$ cat config.mk
export PLATFORM = sky130hd
export DESIGN_NAME = pxs_status_regs
export DESIGN_NICKNAME = d
export VERILOG_FILES = /design/src/pkg/pxs_pkg.sv /design/src/pkg/pxs_mgmt_if.sv /design/src/hdl/pxs_mdio_engine.sv /design/src/hdl/pxs_status_regs.sv
export SDC_FILE = /design/constraint.sdc
export NUM_CORES = 1
export LEC_CHECK = 0
export BUFFER_PORTS_ARGS = -buffer_cell sky130_fd_sc_hd__buf_2
export CAP_MARGIN = 20
export CORE_MARGIN = 5
export CORE_UTILIZATION = 50
export DETAILED_ROUTE_END_ITERATION = 7
export GPL_ROUTABILITY_DRIVEN = 1
export GPL_TIMING_DRIVEN = 0
export HOLD_SLACK_MARGIN = 0.1
export PLACE_DENSITY = 0.77
export SETUP_SLACK_MARGIN = 0.2
export SYNTH_ARGS = -nofsm -noshare
export SYNTH_HDL_FRONTEND = slang
export SYNTH_SLANG_ARGS = --single-unit
$ cat constraint.sdc
create_clock -name clk -period 5.1 [get_ports clk]
set_clock_uncertainty 0.1 [all_clocks]
set_input_delay 1.53 -clock clk [delete_from_list [all_inputs] [get_ports clk]]
set_output_delay 1.53 -clock clk [all_outputs]
set_load 0.02 [all_outputs]
$ cat src/pkg/pxs_pkg.sv
// constants, field layout and state type of the extended status register slice
// assumes one 40 MHz clock; the management clock pin is sampled as ordinary data
package pxs_pkg;
  localparam int ADDR_W = 5;
  localparam int DATA_W = 16;
  localparam int PRE_LEN = 32;
  localparam int HDR_BITS = 13;
  localparam int PRE_CNT_W = 6;
  localparam int RISE_CNT_W = 5;
  // rise counts inside the data phase: two turnaround bits, then sixteen data bits
  localparam logic [RISE_CNT_W-1:0] RISE_TA_END = 5'h01;
  localparam logic [RISE_CNT_W-1:0] RISE_DATA_LAST = 5'h11;
  localparam logic [RISE_CNT_W-1:0] RISE_DONE = 5'h12;
  localparam logic [PRE_CNT_W-1:0] PRE_FULL = 6'h20;
  localparam logic [1:0] OP_READ = 2'h2;
  localparam logic [1:0] OP_WRITE = 2'h1;

  localparam logic [ADDR_W-1:0] REG_NPAGE = 5'h08;
  localparam logic [ADDR_W-1:0] REG_RSV_LO = 5'h09;
  localparam logic [ADDR_W-1:0] REG_RSV_HI = 5'h0F;
  localparam logic [ADDR_W-1:0] REG_EXT_CTRL = 5'h10;
  localparam logic [ADDR_W-1:0] REG_QPOLL = 5'h11;

  localparam int NP_CODE_W = 4;
  localparam logic [NP_CODE_W-1:0] NP_CODE_RESET = 4'h0;
  localparam int EXT_OVR_BIT = 15;
  localparam int EXT_ADDR_LSB = 6;
  localparam int QP_SPEED_BIT = 15;
  localparam int QP_DUPLEX_BIT = 14;
  localparam int QP_PROG_HI_LSB = 12;
  localparam int QP_PROG_LO_BIT = 11;
  localparam logic [2:0] PROG_RESET = 3'h0;

  typedef enum logic [1:0] {S_PRE, S_HDR, S_RD, S_WR} pxs_state_e;
endpackage
$ cat src/pkg/pxs_mgmt_if.sv
// register access strobes between the serial engine and the register bank
// assumes both ends sit on the same clock
`timescale 1ns/1ps
interface pxs_mgmt_if;
  logic rd_req;
  logic wr_req;
  logic [pxs_pkg::ADDR_W-1:0] addr;
  logic [pxs_pkg::DATA_W-1:0] wdata;
  logic [pxs_pkg::DATA_W-1:0] rdata;
  modport engine (output rd_req, output wr_req, output addr, output wdata, input rdata);
  modport bank (input rd_req, input wr_req, input addr, input wdata, output rdata);
endinterface

$ cat src/hdl/pxs_mdio_engine.sv
// serial management frame engine: preamble, header, turnaround, data
// assumes mdc edges and mdio data are already synchronised to clk
`timescale 1ns/1ps
module pxs_mdio_engine (
  input wire logic clk,
  input wire logic reset,
  input wire logic mdc_rise,
  input wire logic mdc_fall,
  input wire logic mdio_bit,
  input wire logic [pxs_pkg::ADDR_W-1:0] phy_addr,
  output logic mdio_out,
  output logic mdio_oe_n,
  pxs_mgmt_if.engine m
);
  localparam int PXS_PRE_W = pxs_pkg::PRE_CNT_W;
  // header layout: start bit on top, then opcode, device address, register address
  localparam int HDR_START_BIT = pxs_pkg::HDR_BITS - 1;
  localparam int HDR_OP_LSB = HDR_START_BIT - 2;
  localparam int HDR_DEV_LSB = pxs_pkg::ADDR_W;
  pxs_pkg::pxs_state_e state;
  logic [PXS_PRE_W-1:0] pre_cnt;
  logic [pxs_pkg::HDR_BITS-1:0] hdr;
  logic [pxs_pkg::HDR_BITS-1:0] next_hdr;
  logic [3:0] hcnt;
  logic [pxs_pkg::RISE_CNT_W-1:0] rcnt;
  logic [pxs_pkg::DATA_W-1:0] sh;

  assign next_hdr = {hdr[pxs_pkg::HDR_BITS-2:0], mdio_bit};

  always_ff @(posedge clk) begin
    if (reset) begin
      state <= pxs_pkg::S_PRE;
      pre_cnt <= '0;
      hdr <= '0;
      hcnt <= '0;
      rcnt <= '0;
      sh <= '0;
      m.rd_req <= 1'b0;
      m.wr_req <= 1'b0;
      m.addr <= '0;
      m.wdata <= '0;
      mdio_out <= 1'b1;
      mdio_oe_n <= 1'b1;
    end else begin
      m.rd_req <= 1'b0;
      m.wr_req <= 1'b0;
      if (mdc_rise) begin
        unique case (state)
          pxs_pkg::S_PRE: begin
            if (mdio_bit) begin
              if (pre_cnt != pxs_pkg::PRE_FULL) begin
                pre_cnt <= pre_cnt + 1'b1;
              end
            end else if (pre_cnt == pxs_pkg::PRE_FULL) begin
              state <= pxs_pkg::S_HDR;
              hcnt <= '0;
              hdr <= '0;
              pre_cnt <= '0;
            end else begin
              pre_cnt <= '0;
            end
          end
          pxs_pkg::S_HDR: begin
            hdr <= next_hdr;
            hcnt <= hcnt + 1'b1;
            if (hcnt == 4'(pxs_pkg::HDR_BITS - 1)) begin
              rcnt <= '0;
              m.addr <= next_hdr[pxs_pkg::ADDR_W-1:0];
              // a frame for another address or a bad start needs a fresh preamble
              if (!next_hdr[HDR_START_BIT] ||
                  next_hdr[HDR_DEV_LSB +: pxs_pkg::ADDR_W] != phy_addr) begin
                state <= pxs_pkg::S_PRE;
              end else if (next_hdr[HDR_OP_LSB +: 2] == pxs_pkg::OP_READ) begin
                state <= pxs_pkg::S_RD;
                m.rd_req <= 1'b1;
              end else if (next_hdr[HDR_OP_LSB +: 2] == pxs_pkg::OP_WRITE) begin
                state <= pxs_pkg::S_WR;
              end else begin
                state <= pxs_pkg::S_PRE;
              end
            end
          end
          pxs_pkg::S_RD: begin
            rcnt <= rcnt + 1'b1;
          end
          pxs_pkg::S_WR: begin
            rcnt <= rcnt + 1'b1;
            sh <= {sh[pxs_pkg::DATA_W-2:0], mdio_bit};
            if (rcnt == pxs_pkg::RISE_DATA_LAST) begin
              m.wdata <= {sh[pxs_pkg::DATA_W-2:0], mdio_bit};
              m.wr_req <= 1'b1;
              state <= pxs_pkg::S_PRE;
            end
          end
        endcase
      end
      // read data changes on the falling edge so the host samples it stable
      if (mdc_fall && state == pxs_pkg::S_RD) begin
        if (rcnt == pxs_pkg::RISE_TA_END) begin
          mdio_oe_n <= 1'b0;
          mdio_out <= 1'b0;
          sh <= m.rdata;
        end else if (rcnt == pxs_pkg::RISE_DONE) begin
          mdio_oe_n <= 1'b1;
          mdio_out <= 1'b1;
          state <= pxs_pkg::S_PRE;
        end else if (rcnt > pxs_pkg::RISE_TA_END) begin
          mdio_out <= sh[pxs_pkg::DATA_W-1];
          sh <= {sh[pxs_pkg::DATA_W-2:0], 1'b0};
        end
      end
    end
  end
endmodule

$ cat src/hdl/pxs_status_regs.sv
// extended status register slice of the transceiver management bank
// assumes status inputs come from logic on clk; mdc, mdio and address straps are pins
//
// Behaviour
// - partner_next_page_ability bits 3:0 read-only partner page code, reset zero.
// - addresses 9 to 15 are reserved; they read zero, writes ignored.
// - quick_poll_status bit 15 reports speed: 0 is 10 Mbps, 1 is 100 Mbps.
// - quick_poll_status bit 14 reports duplex: 1 full, 0 half (unsupported).
// - three-bit progress code latched, bits 13:12 upper, reset zero, read-only.
// - extended_control bit 15 override write enable, read-write, self_clearing.
`timescale 1ns/1ps
module pxs_status_regs (
  input wire logic clk,
  input wire logic reset,
  input wire logic mdc,
  input wire logic mdio_in,
  output logic mdio_out,
  output logic mdio_oe_n,
  input wire logic [pxs_pkg::ADDR_W-1:0] phy_addr_strap,
  input wire logic page_load,
  input wire logic [pxs_pkg::NP_CODE_W-1:0] page_code,
  input wire logic speed_100,
  input wire logic full_duplex,
  input wire logic [2:0] an_progress,
  output logic cmd_override_en
);
  pxs_mgmt_if m ();

  logic mdc_s1;
  logic mdc_s2;
  logic mdc_s3;
  logic mdio_s1;
  logic mdio_s2;
  logic [pxs_pkg::ADDR_W-1:0] strap_s1;
  logic [pxs_pkg::ADDR_W-1:0] strap_s2;
  logic [pxs_pkg::ADDR_W-1:0] phy_addr;
  logic [pxs_pkg::NP_CODE_W-1:0] np_code;
  logic [2:0] lat_prog;
  logic lat_hold;
  logic rd_qpoll;
  logic wr_ovr;

  function automatic logic hits(input logic [pxs_pkg::ADDR_W-1:0] a,
                                input logic [pxs_pkg::ADDR_W-1:0] r);
    return a == r;
  endfunction

  // pins cross into clk through two flops before anything reads them
  always_ff @(posedge clk) begin
    mdc_s1 <= mdc;
    mdc_s2 <= mdc_s1;
    mdc_s3 <= mdc_s2;
    mdio_s1 <= mdio_in;
    mdio_s2 <= mdio_s1;
    strap_s1 <= phy_addr_strap;
    strap_s2 <= strap_s1;
  end

  // straps are caught while reset is held and frozen afterwards
  always_ff @(posedge clk) begin
    if (reset) begin
      phy_addr <= strap_s2;
    end
  end

  pxs_mdio_engine u_engine (
    .clk(clk),
    .reset(reset),
    .mdc_rise(mdc_s2 & ~mdc_s3),
    .mdc_fall(~mdc_s2 & mdc_s3),
    .mdio_bit(mdio_s2),
    .phy_addr(phy_addr),
    .mdio_out(mdio_out),
    .mdio_oe_n(mdio_oe_n),
    .m(m.engine)
  );

  assign rd_qpoll = m.rd_req && hits(m.addr, pxs_pkg::REG_QPOLL);
  assign wr_ovr = m.wr_req && hits(m.addr, pxs_pkg::REG_EXT_CTRL) && m.wdata[pxs_pkg::EXT_OVR_BIT];

  // partner code only moves when a page arrives; management writes never touch it
  always_ff @(posedge clk) begin
    if (reset) begin
      np_code <= pxs_pkg::NP_CODE_RESET;
    end else if (page_load) begin
      np_code <= page_code;
    end
  end

  // a change is held until the register is read; a change during the read wins
  always_ff @(posedge clk) begin
    if (reset) begin
      lat_prog <= pxs_pkg::PROG_RESET;
      lat_hold <= 1'b0;
    end else if (an_progress != lat_prog && (!lat_hold || rd_qpoll)) begin
      lat_prog <= an_progress;
      lat_hold <= 1'b1;
    end else if (rd_qpoll) begin
      lat_hold <= 1'b0;
    end
  end

  // one-cycle enable, then clears itself
  always_ff @(posedge clk) begin
    if (reset) begin
      cmd_override_en <= 1'b0;
    end else begin
      cmd_override_en <= wr_ovr;
    end
  end

  always_ff @(posedge clk) begin
    if (reset) begin
      m.rdata <= '0;
    end else if (m.rd_req) begin
      m.rdata <= '0;
      if (hits(m.addr, pxs_pkg::REG_NPAGE)) begin
        m.rdata[pxs_pkg::NP_CODE_W-1:0] <= np_code;
      end else if (hits(m.addr, pxs_pkg::REG_EXT_CTRL)) begin
        m.rdata[pxs_pkg::EXT_OVR_BIT] <= cmd_override_en;
        m.rdata[pxs_pkg::EXT_ADDR_LSB +: pxs_pkg::ADDR_W] <= phy_addr;
      end else if (rd_qpoll) begin
        m.rdata[pxs_pkg::QP_SPEED_BIT] <= speed_100;
        m.rdata[pxs_pkg::QP_DUPLEX_BIT] <= full_duplex;
        m.rdata[pxs_pkg::QP_PROG_HI_LSB +: 2] <= lat_prog[2:1];
        m.rdata[pxs_pkg::QP_PROG_LO_BIT] <= lat_prog[0];
      end
      // reserved 9..15 and every other address fall through as zero
    end
  end

  npage_load_a: assert property (
    @(posedge clk) disable iff (reset)
    page_load |=> np_code == $past(page_code))
    else $error("partner page code not loaded");

  reserved_read_a: assert property (
    @(posedge clk) disable iff (reset)
    m.rd_req && m.addr >= pxs_pkg::REG_RSV_LO && m.addr <= pxs_pkg::REG_RSV_HI
    |=> m.rdata == '0)
    else $error("reserved register read nonzero");

  speed_report_a: assert property (
    @(posedge clk) disable iff (reset)
    rd_qpoll |=> m.rdata[pxs_pkg::QP_SPEED_BIT] == $past(speed_100))
    else $error("speed bit mismatch");

  duplex_report_a: assert property (
    @(posedge clk) disable iff (reset)
    rd_qpoll |=> m.rdata[pxs_pkg::QP_DUPLEX_BIT] == $past(full_duplex))
    else $error("duplex bit mismatch");

  progress_hold_a: assert property (
    @(posedge clk) disable iff (reset)
    lat_hold && !rd_qpoll |=> $stable(lat_prog) && lat_hold)
    else $error("latched progress moved while held");

  override_clear_a: assert property (
    @(posedge clk) disable iff (reset)
    wr_ovr |=> cmd_override_en ##1 !cmd_override_en)
    else $error("override enable did not self-clear");

  override_quiet_a: assert property (
    @(posedge clk) disable iff (reset)
    !wr_ovr |=> !cmd_override_en)
    else $error("override enable without a write");

  override_read_a: assert property (
    @(posedge clk) disable iff (reset)
    m.rd_req && hits(m.addr, pxs_pkg::REG_EXT_CTRL)
    |=> m.rdata[pxs_pkg::EXT_OVR_BIT] == $past(cmd_override_en))
    else $error("override bit read mismatch");

  npage_hold_a: assert property (
    @(posedge clk) disable iff (reset)
    !page_load |=> $stable(np_code))
    else $error("partner page code moved without a page");

  npage_read_a: assert property (
    @(posedge clk) disable iff (reset)
    m.rd_req && hits(m.addr, pxs_pkg::REG_NPAGE)
    |=> m.rdata[pxs_pkg::NP_CODE_W-1:0] == $past(np_code)
    && m.rdata[pxs_pkg::DATA_W-1:pxs_pkg::NP_CODE_W] == '0)
    else $error("partner page code read mismatch");

  unmapped_read_a: assert property (
    @(posedge clk) disable iff (reset)
    m.rd_req && !hits(m.addr, pxs_pkg::REG_NPAGE) && !hits(m.addr, pxs_pkg::REG_EXT_CTRL)
    && !hits(m.addr, pxs_pkg::REG_QPOLL) |=> m.rdata == '0)
    else $error("unmapped register read nonzero");

  progress_read_a: assert property (
    @(posedge clk) disable iff (reset)
    rd_qpoll |=> m.rdata[pxs_pkg::QP_PROG_HI_LSB +: 2] == $past(lat_prog[2:1])
    && m.rdata[pxs_pkg::QP_PROG_LO_BIT] == $past(lat_prog[0]))
    else $error("progress code read mismatch");

  progress_catch_a: assert property (
    @(posedge clk) disable iff (reset)
    !lat_hold && an_progress != lat_prog |=> lat_hold && lat_prog == $past(an_progress))
    else $error("progress change not latched");

  progress_release_a: assert property (
    @(posedge clk) disable iff (reset)
    rd_qpoll && an_progress == lat_prog |=> !lat_hold)
    else $error("progress latch not released by read");

  // no disable here: these look at what reset itself leaves behind
  reset_quiet_a: assert property (
    @(posedge clk)
    reset |=> !cmd_override_en && mdio_oe_n && mdio_out)
    else $error("outputs not idle after reset");

  reset_clear_a: assert property (
    @(posedge clk)
    reset |=> np_code == pxs_pkg::NP_CODE_RESET && lat_prog == pxs_pkg::PROG_RESET)
    else $error("page or progress code not cleared by reset");
endmodule

; Word level (Yosys, flattened, before mapping)
; Cells that the tools add are included.
[word_totals]
reg_bits = 113
input_bits = 19
elab_cells = 125
[op_classes]
reduce_logical = 25
n_addsub = 3
n_lt_le_gt_ge = 1
n_eq_ne = 20
muxes = 43
n_bitwise = 8
[ops]
columns = cell, count
row1 = two-way mux 16 bit, 6
row2 = two-way mux 12 bit, 2
row3 = one-hot mux 12 bit (2 select lines), 1
row4 = two-way mux 2 bit, 11
row5 = "== test 5 bit, second input constant", 4
row6 = two-way mux 4 bit, 4
row7 = two-way mux 5 bit, 3
row8 = two-way mux 6 bit, 2
row9 = AND reduction 3 bit, 4
row10 = two-way mux 1 bit, 10
row11 = two-way mux 10 bit, 1
row12 = one-hot mux 5 bit (2 select lines), 1
row13 = one-hot mux 4 bit (2 select lines), 1
row14 = nonzero test 2 bit, 4
row15 = "adder 6 x 1 -> 6 bit, second input constant", 1
row16 = "== test 2 bit, second input constant", 3
row17 = "== test 6 bit, second input constant", 1
row18 = "inequality test 2 x 1 -> 1 bit, second input constant", 3
row19 = "inequality test 6 bit, second input constant", 1
row20 = NOT 1 bit, 6
row21 = one-hot mux 2 bit (3 select lines), 1
row22 = "adder 5 x 1 -> 5 bit, second input constant", 1
row23 = "== test 5 x 1 -> 1 bit, second input constant", 1
row24 = "== test 5 x 4 -> 1 bit, second input constant", 1
row25 = other kinds (18), 27

; Logic depth before layout (Yosys ltp)
; Gate-level depths: netlist (run 1).
[logic_depth]
ltp_word = 10
mapped_depth = 8

; Modules after synthesis
; From an unflattened synthesis (run 1), not the netlist that was laid out.
[hier_totals]
cells_unflattened = 519
area_unflattened_um2 = 4994.8
[modules_own_cells]
columns = module, cells_per_inst, seq_area_each_um2, n_inst, area_each_um2
row1 = pxs_mdio_engine, 403, 1401.3, 1, 3607.2
row2 = pxs_status_regs, 116, 910.9, 1, 1387.6

; Worst setup path before layout (run 1)
; OpenSTA, ideal clock, no wires.
[synth_timing]
path_type = input to register
start = input reset
end = register u_engine.rcnt[2] in the netlist's numbering
path_slack_ps = 2460
t_required_ps = 4940
stages = 4
arrival_ps = 2480
n_path_buf = 0
cell_sequence = inv_1 -> o31a_1 -> or4b_2 -> nand2_1
[synth_lines]
columns = item, line_no
row1 = start: declaration, pxs_status_regs.sv:14  ; input wire logic reset,
row2 = end signal: assignment, pxs_mdio_engine.sv:84  ; rcnt <= rcnt + 1'b1;
row3 = end signal: assignment, pxs_mdio_engine.sv:87  ; rcnt <= rcnt + 1'b1;
row4 = end: declaration, pxs_mdio_engine.sv:25  ; logic [pxs_pkg::RISE_CNT_W-1:0] rcnt;

==> metrics.md, run 1 <==
| Metric | Value |
|---|---|
| Power Density | ~300 mW/mm² |
| Least-Margin Pin Slew | 0.842 ns |
| First drt pass iteration count | 4 |
| Longest Clk Path Bufs | 2 |
| Worst skew pair latency | 0.37 ns |
| Io pins | 22 |
| Fill cells | between 600 and 700 |
| FF-to-FF End | u_engine.sh[9] |
| Synth Net Count | 437 |
| Worst VDD drop | 186 µV |
| Row count | 32 |
| Crit path cell chain | buf_2, inv_1, o31a_1, or4b_2, nand2_1 |
| Core area | 0.00773 mm² |
| Setup crit end kind | register |
| Data required time of the worst path | 5.31 ns |
| Synth cell types | ~60 |
| Status | finished, final reports clean |
| Post-CTS sizing | 0 |
| Sequential fraction of the synthesis area | 0.509 |
| Gp weighted congestion | around 0.84 |
| Wire per inst | 14.0 µm |
| Mapped cell area | between 0.003 and 0.004 mm² |
| First-pass GRT wire length | 13300 µm |
| I/O Buffers | 20 |
| Path type of the worst min-delay path | reg2reg |
| Grt ovf | 0 |
| EDFF count, synth | 5 |
| Worst R2R Path Depth | 7 |
| Vias in the first global route | 2898 |
| Switching Fraction | 0.242 |
| H-tree Lvls | 3 |
| Dpl hpwl | 5520 µm |
| Pins over their slew limit | 0 |
| Static leakage | 1.60 nW |
| Dpl cells | 531 |
| Critical path's top delay family | simple AND/OR/NAND/NOR gates |
| Hold Path End | mdio_s2 |
| Synthesized instance count | ~410 |
| Setup Fix Bufs, Post-CTS | 0 |
| Final setup fails | 0 |
| Max-cap violation count | 0 |
| Initial DRC Count | 199 |
| Final Hold Fails | 0 |
| Post-synth ARST share | 0 |
| Clock power frac | 0.357 |
| Final WL | 7680 µm |
| Die Y | 98.9 µm |
| Synthesis Warnings | 0 |
| Startpoint Class | primary input |
| Fin cells | 547 |
| Worst path slowest cell | or4b_2 |
| Worst reg2reg path startpoint | u_engine.rcnt[0] |
| Sink Count | between 90 and 100 |
| Combinational share of power | 0.035 |
| CP Max Fanout | 9 |
| R2R setup slack | 2.78 ns |
| Via Count | roughly 3000 |
| Pint | 0.988 mW |
| Nets | 468 |
| Syn avg cell area | 9.66 µm² |
| Initial Util | 0.511 |
| RSZ-0062 raised after global routing | false |
| CTS tree | built |
| Die X | 98.9 µm |
| Most common cell after layout, fill and taps aside | dfxtp_1 |
| Max Freq | 371 MHz |
| Initial antenna violation count | 0 |
| Total negative slack | 0 ns |
| Levels on crit path | 5 |
| Final period util | 0.528 |
| Ant diodes | 0 |
| CP max stage delay | 0.60 ns |
| Hold wc startpoint | mdio_s1 |
| Flop pwr share | 0.608 |
| Clock transition at the registers of the reported paths | 0.09 ns |
| Most frequent cells in the layout | dfxtp_1 (93), nor2_1 (42), a21oi_1 (34) |
| DRC | 0 |
| Largest net degree at the start of global routing | 19 |
| Total GRT Usage | 0.166 |
| Hold buffer count at CTS | 0 |
| Critical path class | in2reg |
| Most used DFF post-synth | dfxtp_1 |
| Share of post-route cells with drive strength above 1 | 0.124 |
| Worst path arrival time | between 2 and 3 ns |
| Cts bufs inserted | 9 |
| Worst slew margin | 0.434 |
| Area grow syn2layout | 10.2% |
| Die footprint | 0.00978 mm² |
| Antenna-violating nets left | 0 |
| DR vias/cell | 5.49 |
| WP buf/inv | 2 |
| Hold Crit Depth | 0 |
| Root buffer cell | clkbuf_8 |
| Final min period | 2.69 ns |
| Yosys reg bits | 98 |
| Switch Pwr | 0.315 mW |
[registers in the layout, summed over array words and instances (netlist names), 2 cells and up]
register	cells
u_engine.rcnt	5
u_engine.hcnt	4
strap_s1	5
lat_prog	3
u_engine.state	2
u_engine.hdr	12
u_engine.pre_cnt	6
u_engine.sh	16
phy_addr	5
u_engine.m.addr	5
strap_s2	5
m.rdata	14
np_code	4
[worst max path at each step]
stage | from | end | slack, ns
finish | reset | u_engine.rcnt[2] | 2.41
detailed placement | reset | u_engine.rcnt[2] | 2.03
global route | reset | u_engine.rcnt[2] | 2.35
floorplan | reset | u_engine.rcnt[2] | 2.46
global placement | reset | u_engine.rcnt[2] | 2.04
CTS | reset | u_engine.rcnt[2] | 2.41
[worst register-to-register path, stage by stage, from the launching register on]
cell and delay, ns:
dfxtp_1 0.48, ha_1 0.25, nor4b_1 0.63, and2_1 0.21
buf_2 0.16, buf_4 0.18, a21oi_1 0.08, o221a_1 0.13
[Yosys cell counts (all sizes together), types with 2 or more instances]
| library cell | n | share of area |
|---|---|---|
| a21boi | 2 | 0.0038 |
| a21oi | 34 | 0.043 |
| a22oi | 15 | 0.028 |
| a41oi | 3 | 0.0067 |
| and2 | 3 | 0.0048 |
| and3 | 3 | 0.0048 |
| buf | 9 | 0.013 |
| clkbuf | 13 | 0.013 |
| dfxtp | 93 | 0.47 |
| edfxtp | 5 | 0.038 |
| ha | 9 | 0.028 |
| inv | 27 | 0.026 |
| mux2i | 17 | 0.043 |
| nand2 | 22 | 0.022 |
| nand2b | 4 | 0.0063 |
| nand3 | 5 | 0.0063 |
| nand3b | 3 | 0.0057 |
| nand4 | 5 | 0.0079 |
| nand4b | 2 | 0.0044 |
| nand4bb | 2 | 0.0057 |
| nor2 | 43 | 0.041 |
| nor2b | 3 | 0.0048 |
| nor3 | 5 | 0.0063 |
| nor4b | 2 | 0.0044 |
| o211ai | 2 | 0.0038 |
| o21ai | 28 | 0.035 |
| o221a | 12 | 0.034 |
| o311ai | 3 | 0.011 |
| o31ai | 2 | 0.0038 |
| or3 | 3 | 0.0048 |
| or4b | 3 | 0.0076 |
| xnor2 | 8 | 0.018 |
| xor2 | 3 | 0.0067 |
[final cells by class]
class	instances	area (µm²)	share of cell area
plain buffers	22	103	0.0236
clock buffers	10	128	0.0293
clock inverters	6	48.8	0.0112
inverters	27	101	0.0233
multi-input cells	262	1740	0.398
flip-flops and latches	98	2010	0.462
well taps	102	128	0.0293
repair buffers	20	100	0.0230
[cell families after synthesis]
family,share of synthesized area
AND/OR/NAND/NOR,0.153
AO/OA/AOI/OAI,0.188
flip-flops,0.509
buffers and inverters,0.0516
multiplexers,0.0459
XOR/XNOR,0.0244
adder cells (fa/ha/maj),0.0285
[power groups by stage]
stage                     combinational, mW  sequential [mW]  clock [mW]
after global routing                 0.0506            0.795       0.507
final                                0.0450            0.793       0.466
after detailed placement             0.0451            0.811           0
after global placement               0.0442            0.810           0
after floorplan                      0.0292            0.808           0
after CTS                            0.0453            0.793       0.475
[layer usage]
metal  up-vias  global-route usage  part of all wire
li1       1516                   -                 -
met5         -                   0                 0
met4         0              0.0473             0.011
met3        10              0.0396             0.044
met2        58               0.267              0.47
met1      1421               0.222              0.47
[through the flow]
stage	total power, mW	utilization	area [µm²]	hold slack (ns)	worst slack, ns
5_1_grt	1.35	0.564	4360	0.242	2.35
4_1_cts	1.31	0.564	4360	0.232	2.41
3_5_place_dp	0.856	0.541	4180	0.212	2.03
3_3_place_gp	0.854	0.541	4180	0.211	2.04
6_report	1.30	0.564	4360	0.235	2.41
2_1_floorplan	0.837	-	3950	0.210	2.46
No activity file was read; power rests on OpenSTA's default activity.
==> run 2: changes to the inputs <==
Clock period 5.1 ns to 2.5 ns, I/O delays scaled along.
==> run 2 against run 1 <==
Cell count unchanged. Worst setup slack got worse by 2.1 ns. Sequential power increased by 100%. Routed wire length increased by 1.1%. Count of clock-buffer cells in the layout unchanged. Critical path depth increased by 2. Hold slack got worse by 0.00099 ns. Via count about the same. Critical endpoint is now u_engine.sh[6].
==> metrics.md, run 2 (same netlist as run 1, synthesis figures left out) <==
| Metric | Value |
|---|---|
| Setup crit end kind | register |
| Io pins | 22 (unchanged) |
| Pint | 2.02 mW (+100%) |
| Die footprint | 0.00978 mm² (unchanged) |
| RSZ-0062 raised after global routing | false |
| Startpoint Class | register |
| Max Freq | 459 MHz |
| WP buf/inv | 2 (unchanged) |
| Worst path slowest cell | or4_4 |
| Switch Pwr | 0.641 mW (+100%) |
| Critical path class | reg2reg |
| Sink Count | 98 (unchanged) |
| Status | finished, final reports clean |
| DR vias/cell | 5.49 (about the same) |
| Root buffer cell | clkbuf_8 |
| Vias in the first global route | 2902 (+0.14%) |
| Setup Fix Bufs, Post-CTS | 0 (unchanged) |
| H-tree Lvls | 3 (unchanged) |
| Post-Place Setup Slack | 0.199 ns (-1.83 ns) |
| Worst VDD drop | 377 µV (+100%) |
| Path type of the worst min-delay path | reg2reg |
| Dpl cells | 531 (unchanged) |
| Power Density | 608 mW/mm² (+100%) |
| Flop pwr share | 0.609 (about the same) |
| Combinational share of power | 0.035 (about the same) |
| Final Hold Fails | 0 (unchanged) |
| First drt pass iteration count | 4 (unchanged) |
| CP max stage delay | 0.46 ns (-0.14 ns) |
| Grt ovf | 0 (unchanged) |
| Core area | 0.00773 mm² (unchanged) |
| Number of flip-flops in the largest register | 16 (unchanged) |
| CP Max Fanout | 10 (+1) |
| Nets | 468 (unchanged) |
| Longest Clk Path Bufs | 2 (unchanged) |
| Worst slew margin | 0.427 (-0.00686) |
| Clock power frac | 0.357 (about the same) |
| Die Y | 98.9 µm (unchanged) |
| Hold Slack | 0.234 ns (-0.000990 ns) |
| Final WL | 7760 µm (+1.1%) |
| Final setup fails | 0 (unchanged) |
| Share of post-route cells with drive strength above 1 | 0.128 (+0.00449) |
| Fin cells | 547 (unchanged) |
| Largest net degree at the start of global routing | 19 (unchanged) |
| Gp weighted congestion | 0.842 (unchanged) |
| Area grow syn2layout | 10.6% |
| Ant diodes | 0 (unchanged) |
| Pins over their slew limit | 0 (unchanged) |
| Static leakage | 1.61 nW (+0.21%) |
| Max-cap violation count | 0 (unchanged) |
| Via Count | 3002 (-0.10%) |
| Antenna-violating nets left | 0 (unchanged) |
| CTS tree | built |
| Die X | 98.9 µm (unchanged) |
| DRC | 0 (unchanged) |
| Dpl hpwl | 5520 µm (unchanged) |
| Top reg by flops | u_engine.sh |
| Total negative slack | 0 ns (unchanged) |
| Crit path cell chain | inv_1, ha_1, or4_4, o311ai_4, nand2_2, buf_6, o221a_1 |
| Switching Fraction | 0.241 (-0.000638) |
| Most common cell after layout, fill and taps aside | dfxtp_1 |
| Final setup margin | 0.321 ns (-2.09 ns) |
| Most frequent cells in the layout | dfxtp_1 (92), nor2_1 (42), a21oi_1 (34) |
| First-pass GRT wire length | 13400 µm (+0.42%) |
| Initial antenna violation count | 0 (unchanged) |
| Least-Margin Pin Slew | 0.852 ns (+0.0102 ns) |
| Data required time of the worst path | 2.66 ns (-2.65 ns) |
| Clock transition at the registers of the reported paths | 0.09 ns (about the same) |
| Total GRT Usage | 0.166 (+0.000740) |
| Final period util | 0.872 |
| Cts bufs inserted | 9 (unchanged) |
| Worst path arrival time | 2.34 ns (-0.56 ns) |
| Initial Util | 0.511 (unchanged) |
| I/O Buffers | 20 (unchanged) |
| Worst skew pair latency | 0.37 ns (about the same) |
| Final min period | ~2.2 ns |
| Hold buffer count at CTS | 0 (unchanged) |
| Largest registers | u_engine.sh (16), m.rdata (14), u_engine.hdr (12) |
| Wire per inst | 14.2 µm (+1.1%) |
| Critical path's top delay family | simple AND/OR/NAND/NOR gates |
| Initial DRC Count | 176 (-12%) |
| Row count | 32 (unchanged) |
==> run 2: cell type report <==
class	count	area [µm²]
multi-input cells	262	1750
inverters	27	101
plain buffers	22	103
flip-flops and latches	98	2010
fillers	656	3360
clock inverters	6	48.8
clock buffers	10	128
well taps	102	128
repair buffers	20	100
==> run 2: power by group through the flow <==
stage | clock [mW] | sequential, mW | combinational [mW]
after CTS | 0.969 | 1.62 | 0.0924
after floorplan | 0 | 1.65 | 0.0597
after global routing | 1.03 | 1.62 | 0.103
after global placement | 0 | 1.65 | 0.0902
final | 0.947 | 1.62 | 0.0919
after detailed placement | 0 | 1.65 | 0.0920
==> run 2: final timing paths <==
| kind | from | endpoint | slack, ns | cells past startpoint |
|---|---|---|---|---|
| min | strap_s1[0] | strap_s2[0] | 0.23 | 0 |
| min reg2reg | strap_s1[0] | strap_s2[0] | 0.23 | 0 |
| max | u_engine.rcnt[1] | u_engine.sh[6] | 0.32 | 7 |
| max reg2reg | u_engine.rcnt[1] | u_engine.sh[6] | 0.32 | 7 |
==> run 2: through the flow <==
stage / area (µm²) / utilization / total power, mW
floorplan: 3950 / - / 1.71
global placement: 4180 / 0.541 / 1.74
detailed placement: 4180 / 0.541 / 1.75
CTS: 4360 / 0.564 / 2.68
global route: 4370 / 0.566 / 2.76
finish: 4370 / 0.566 / 2.66
==> run 2: routing by layer <==
layer | vias to the layer above | global-route usage | part of all wire
met5 | - | 0 | 0
met3 | 11 | 0.0396 | 0.041
met2 | 61 | 0.269 | 0.48
li1 | 1520 | - | -
met1 | 1410 | 0.223 | 0.47
met4 | 0 | 0.0473 | 0.015
==> run 2: repair_timing <==
| action | in CTS | in global routing |
|---|---|---|
| endpoints found under the hold margin | 0 | 0 |
| resized for setup | 1 | 2 |
| endpoints found under the setup margin | 6 | 10 |
==> run 3: changes to the inputs <==
Settings changed: GPL_TIMING_DRIVEN 0 to unset, SLEW_MARGIN set to 10.
==> run 3 against run 2 <==
Cell count shrank 2.6%. Register-to-register slack got worse by 0.02 ns. Count of clock-buffer cells in the layout decreased by 1. First-iteration DRC count decreased by 26%. Worst setup slack worse by 0.016 ns. Total power is essentially flat. Critical path depth shrank 1. Design area fell by 1.0%. Sequential power is essentially flat. Critical endpoint is now u_engine.sh[2].
==> metrics.md, run 3 (same netlist as run 1, synthesis figures left out) <==
| Metric | Value |
|---|---|
| First drt pass iteration count | 4 (unchanged) |
| Critical path class | reg2reg |
| Final setup fails | 0 (unchanged) |
| Fin cells | 533 (-2.6%) |
| Data required time of the worst path | 2.67 ns (about the same) |
| Tot Pwr | 2.66 mW (about the same) |
| First-pass GRT wire length | 13000 µm (-3.2%) |
| H-tree Lvls | 3 (unchanged) |
| CP max stage delay | 0.45 ns (about the same) |
| Power Density | 614 mW/mm² (+1.0%) |
| I/O Buffers | 21 (+5.0%) |
| Largest net degree at the start of global routing | 50 (+31) |
| CP Max Fanout | 12 (+2) |
| Die Y | 98.9 µm (unchanged) |
| Worst VDD drop | 384 µV (+1.8%) |
| Number of flip-flops in the largest register | 16 (unchanged) |
| Startpoint Class | register |
| Pins over their slew limit | 0 (unchanged) |
| CTS tree | built |
| Static leakage | 1.59 nW (-1.2%) |
| Ant diodes | 0 (unchanged) |
| Largest registers | u_engine.sh (16), m.rdata (14), u_engine.hdr (12) |
| DRC | 0 (unchanged) |
| Core area | 0.00773 mm² (unchanged) |
| Cts bufs inserted | 9 (unchanged) |
| Final period util | 0.878 (+0.00644) |
| Hold Slack | 0.234 ns (+0.000650 ns) |
| Setup crit end kind | register |
| Crit path cell chain | inv_1, ha_1, or4_4, o311ai_4, nand2_4, o221a_2 |
| Worst path arrival time | 2.36 ns (+0.02 ns) |
| Least-Margin Pin Slew | 0.617 ns (-0.234 ns) |
| Gp weighted congestion | 0.834 (-1.0%) |
| Worst slew margin | 0.583 (+0.156) |
| Die footprint | 0.00978 mm² (unchanged) |
| WP buf/inv | 1 (-1) |
| Initial antenna violation count | 0 (unchanged) |
| DR vias/cell | 5.46 (-0.45%) |
| Wire per inst | 13.8 µm (-2.5%) |
| Final min period | 2.19 ns (+0.0161 ns) |
| Antenna-violating nets left | 0 (unchanged) |
| Share of post-route cells with drive strength above 1 | 0.128 (-0.000480) |
| Placed Area | 0.00412 mm² (-1.4%) |
| Row count | 32 (unchanged) |
| Dpl cells | 515 (-3.0%) |
| Final Hold Fails | 0 (unchanged) |
| Via Count | 2912 (-3.0%) |
| Most frequent cells in the layout | dfxtp_1 (93), nor2_1 (42), a21oi_1 (33) |
| Initial DRC Count | 131 (-26%) |
| Top reg by flops | u_engine.sh |
| Final Cell Area | 0.00433 mm² (-1.0%) |
| Io pins | 22 (unchanged) |
| Setup Fix Bufs, Post-CTS | 0 (unchanged) |
| Grt ovf | 0 (unchanged) |
| Hold buffer count at CTS | 0 (unchanged) |
| Post-CTS sizing | 0 (-1) |
| Die X | 98.9 µm (unchanged) |
| Worst path slowest cell | dfxtp_1 |
| Total negative slack | 0 ns (unchanged) |
| Path type of the worst min-delay path | reg2reg |
| Worst skew pair latency | 0.36 ns (about the same) |
| RSZ-0062 raised after global routing | false |
| Max Freq | 456 MHz (-0.73%) |
| Nets | 454 (-3.0%) |
| Root buffer cell | clkbuf_8 |
| Most common cell after layout, fill and taps aside | dfxtp_1 |
| Dpl hpwl | 5110 µm (-7.4%) |
| Total GRT Usage | 0.161 (-0.00549) |
| Longest Clk Path Bufs | 2 (unchanged) |
| Initial Util | 0.511 (unchanged) |
| Final WL | 7380 µm (-5.0%) |
| Vias in the first global route | 2749 (-5.3%) |
| Critical path's top delay family | compound AO/OA/AOI/OAI gates |
| Max-cap violation count | 0 (unchanged) |
| Area grow syn2layout | 9.50% |
| Clock transition at the registers of the reported paths | 0.10 ns (about the same) |
| Status | finished, final reports clean |
| Sink Count | 98 (unchanged) |
[run 3: cell type report]
type	count	area (µm²)
Fill cell	678	3400
Sequential cell	98	2010
Multi-Input combinational cell	262	1750
Timing Repair Buffer	28	155
Tap cell	102	128
Clock buffer	9	124
Inverter	27	101
Clock inverter	7	57.6
[run 3: worst paths after layout]
check                        start        endpoint  slack, ns  depth (start not counted)
setup / recovery  u_engine.rcnt[1]  u_engine.sh[2]       0.31                          6
hold / removal         strap_s1[4]     strap_s2[4]       0.23                          0
setup reg to reg  u_engine.rcnt[1]  u_engine.sh[2]       0.31                          6
hold reg to reg        strap_s1[4]     strap_s2[4]       0.23                          0
[run 3: metrics by stage]
stage                     utilization  worst slack [ns]
after floorplan                     -             0.463
after global routing            0.560             0.199
after CTS                       0.557             0.201
after global placement          0.533             0.334
after detailed placement        0.533             0.216
final                           0.560             0.305
[run 3: routing by layer]
metal / vias to the layer above / routed length, µm / GRT usage
li1: 1489 / - / -
met1: 1350 / 3430 / 0.210
met2: 58 / 3410 / 0.251
met3: 15 / 427 / 0.0531
met4: 0 / 112 / 0.0525
met5: - / 0 / 0
[run 3: report_power, final]
| part | internal (mW) | switching, mW |
|---|---|---|
| Combinational | 0.0386 | 0.0505 |
| Sequential | 1.60 | 0.0181 |
| Clock | 0.378 | 0.571 |
| Total | 2.02 | 0.639 |
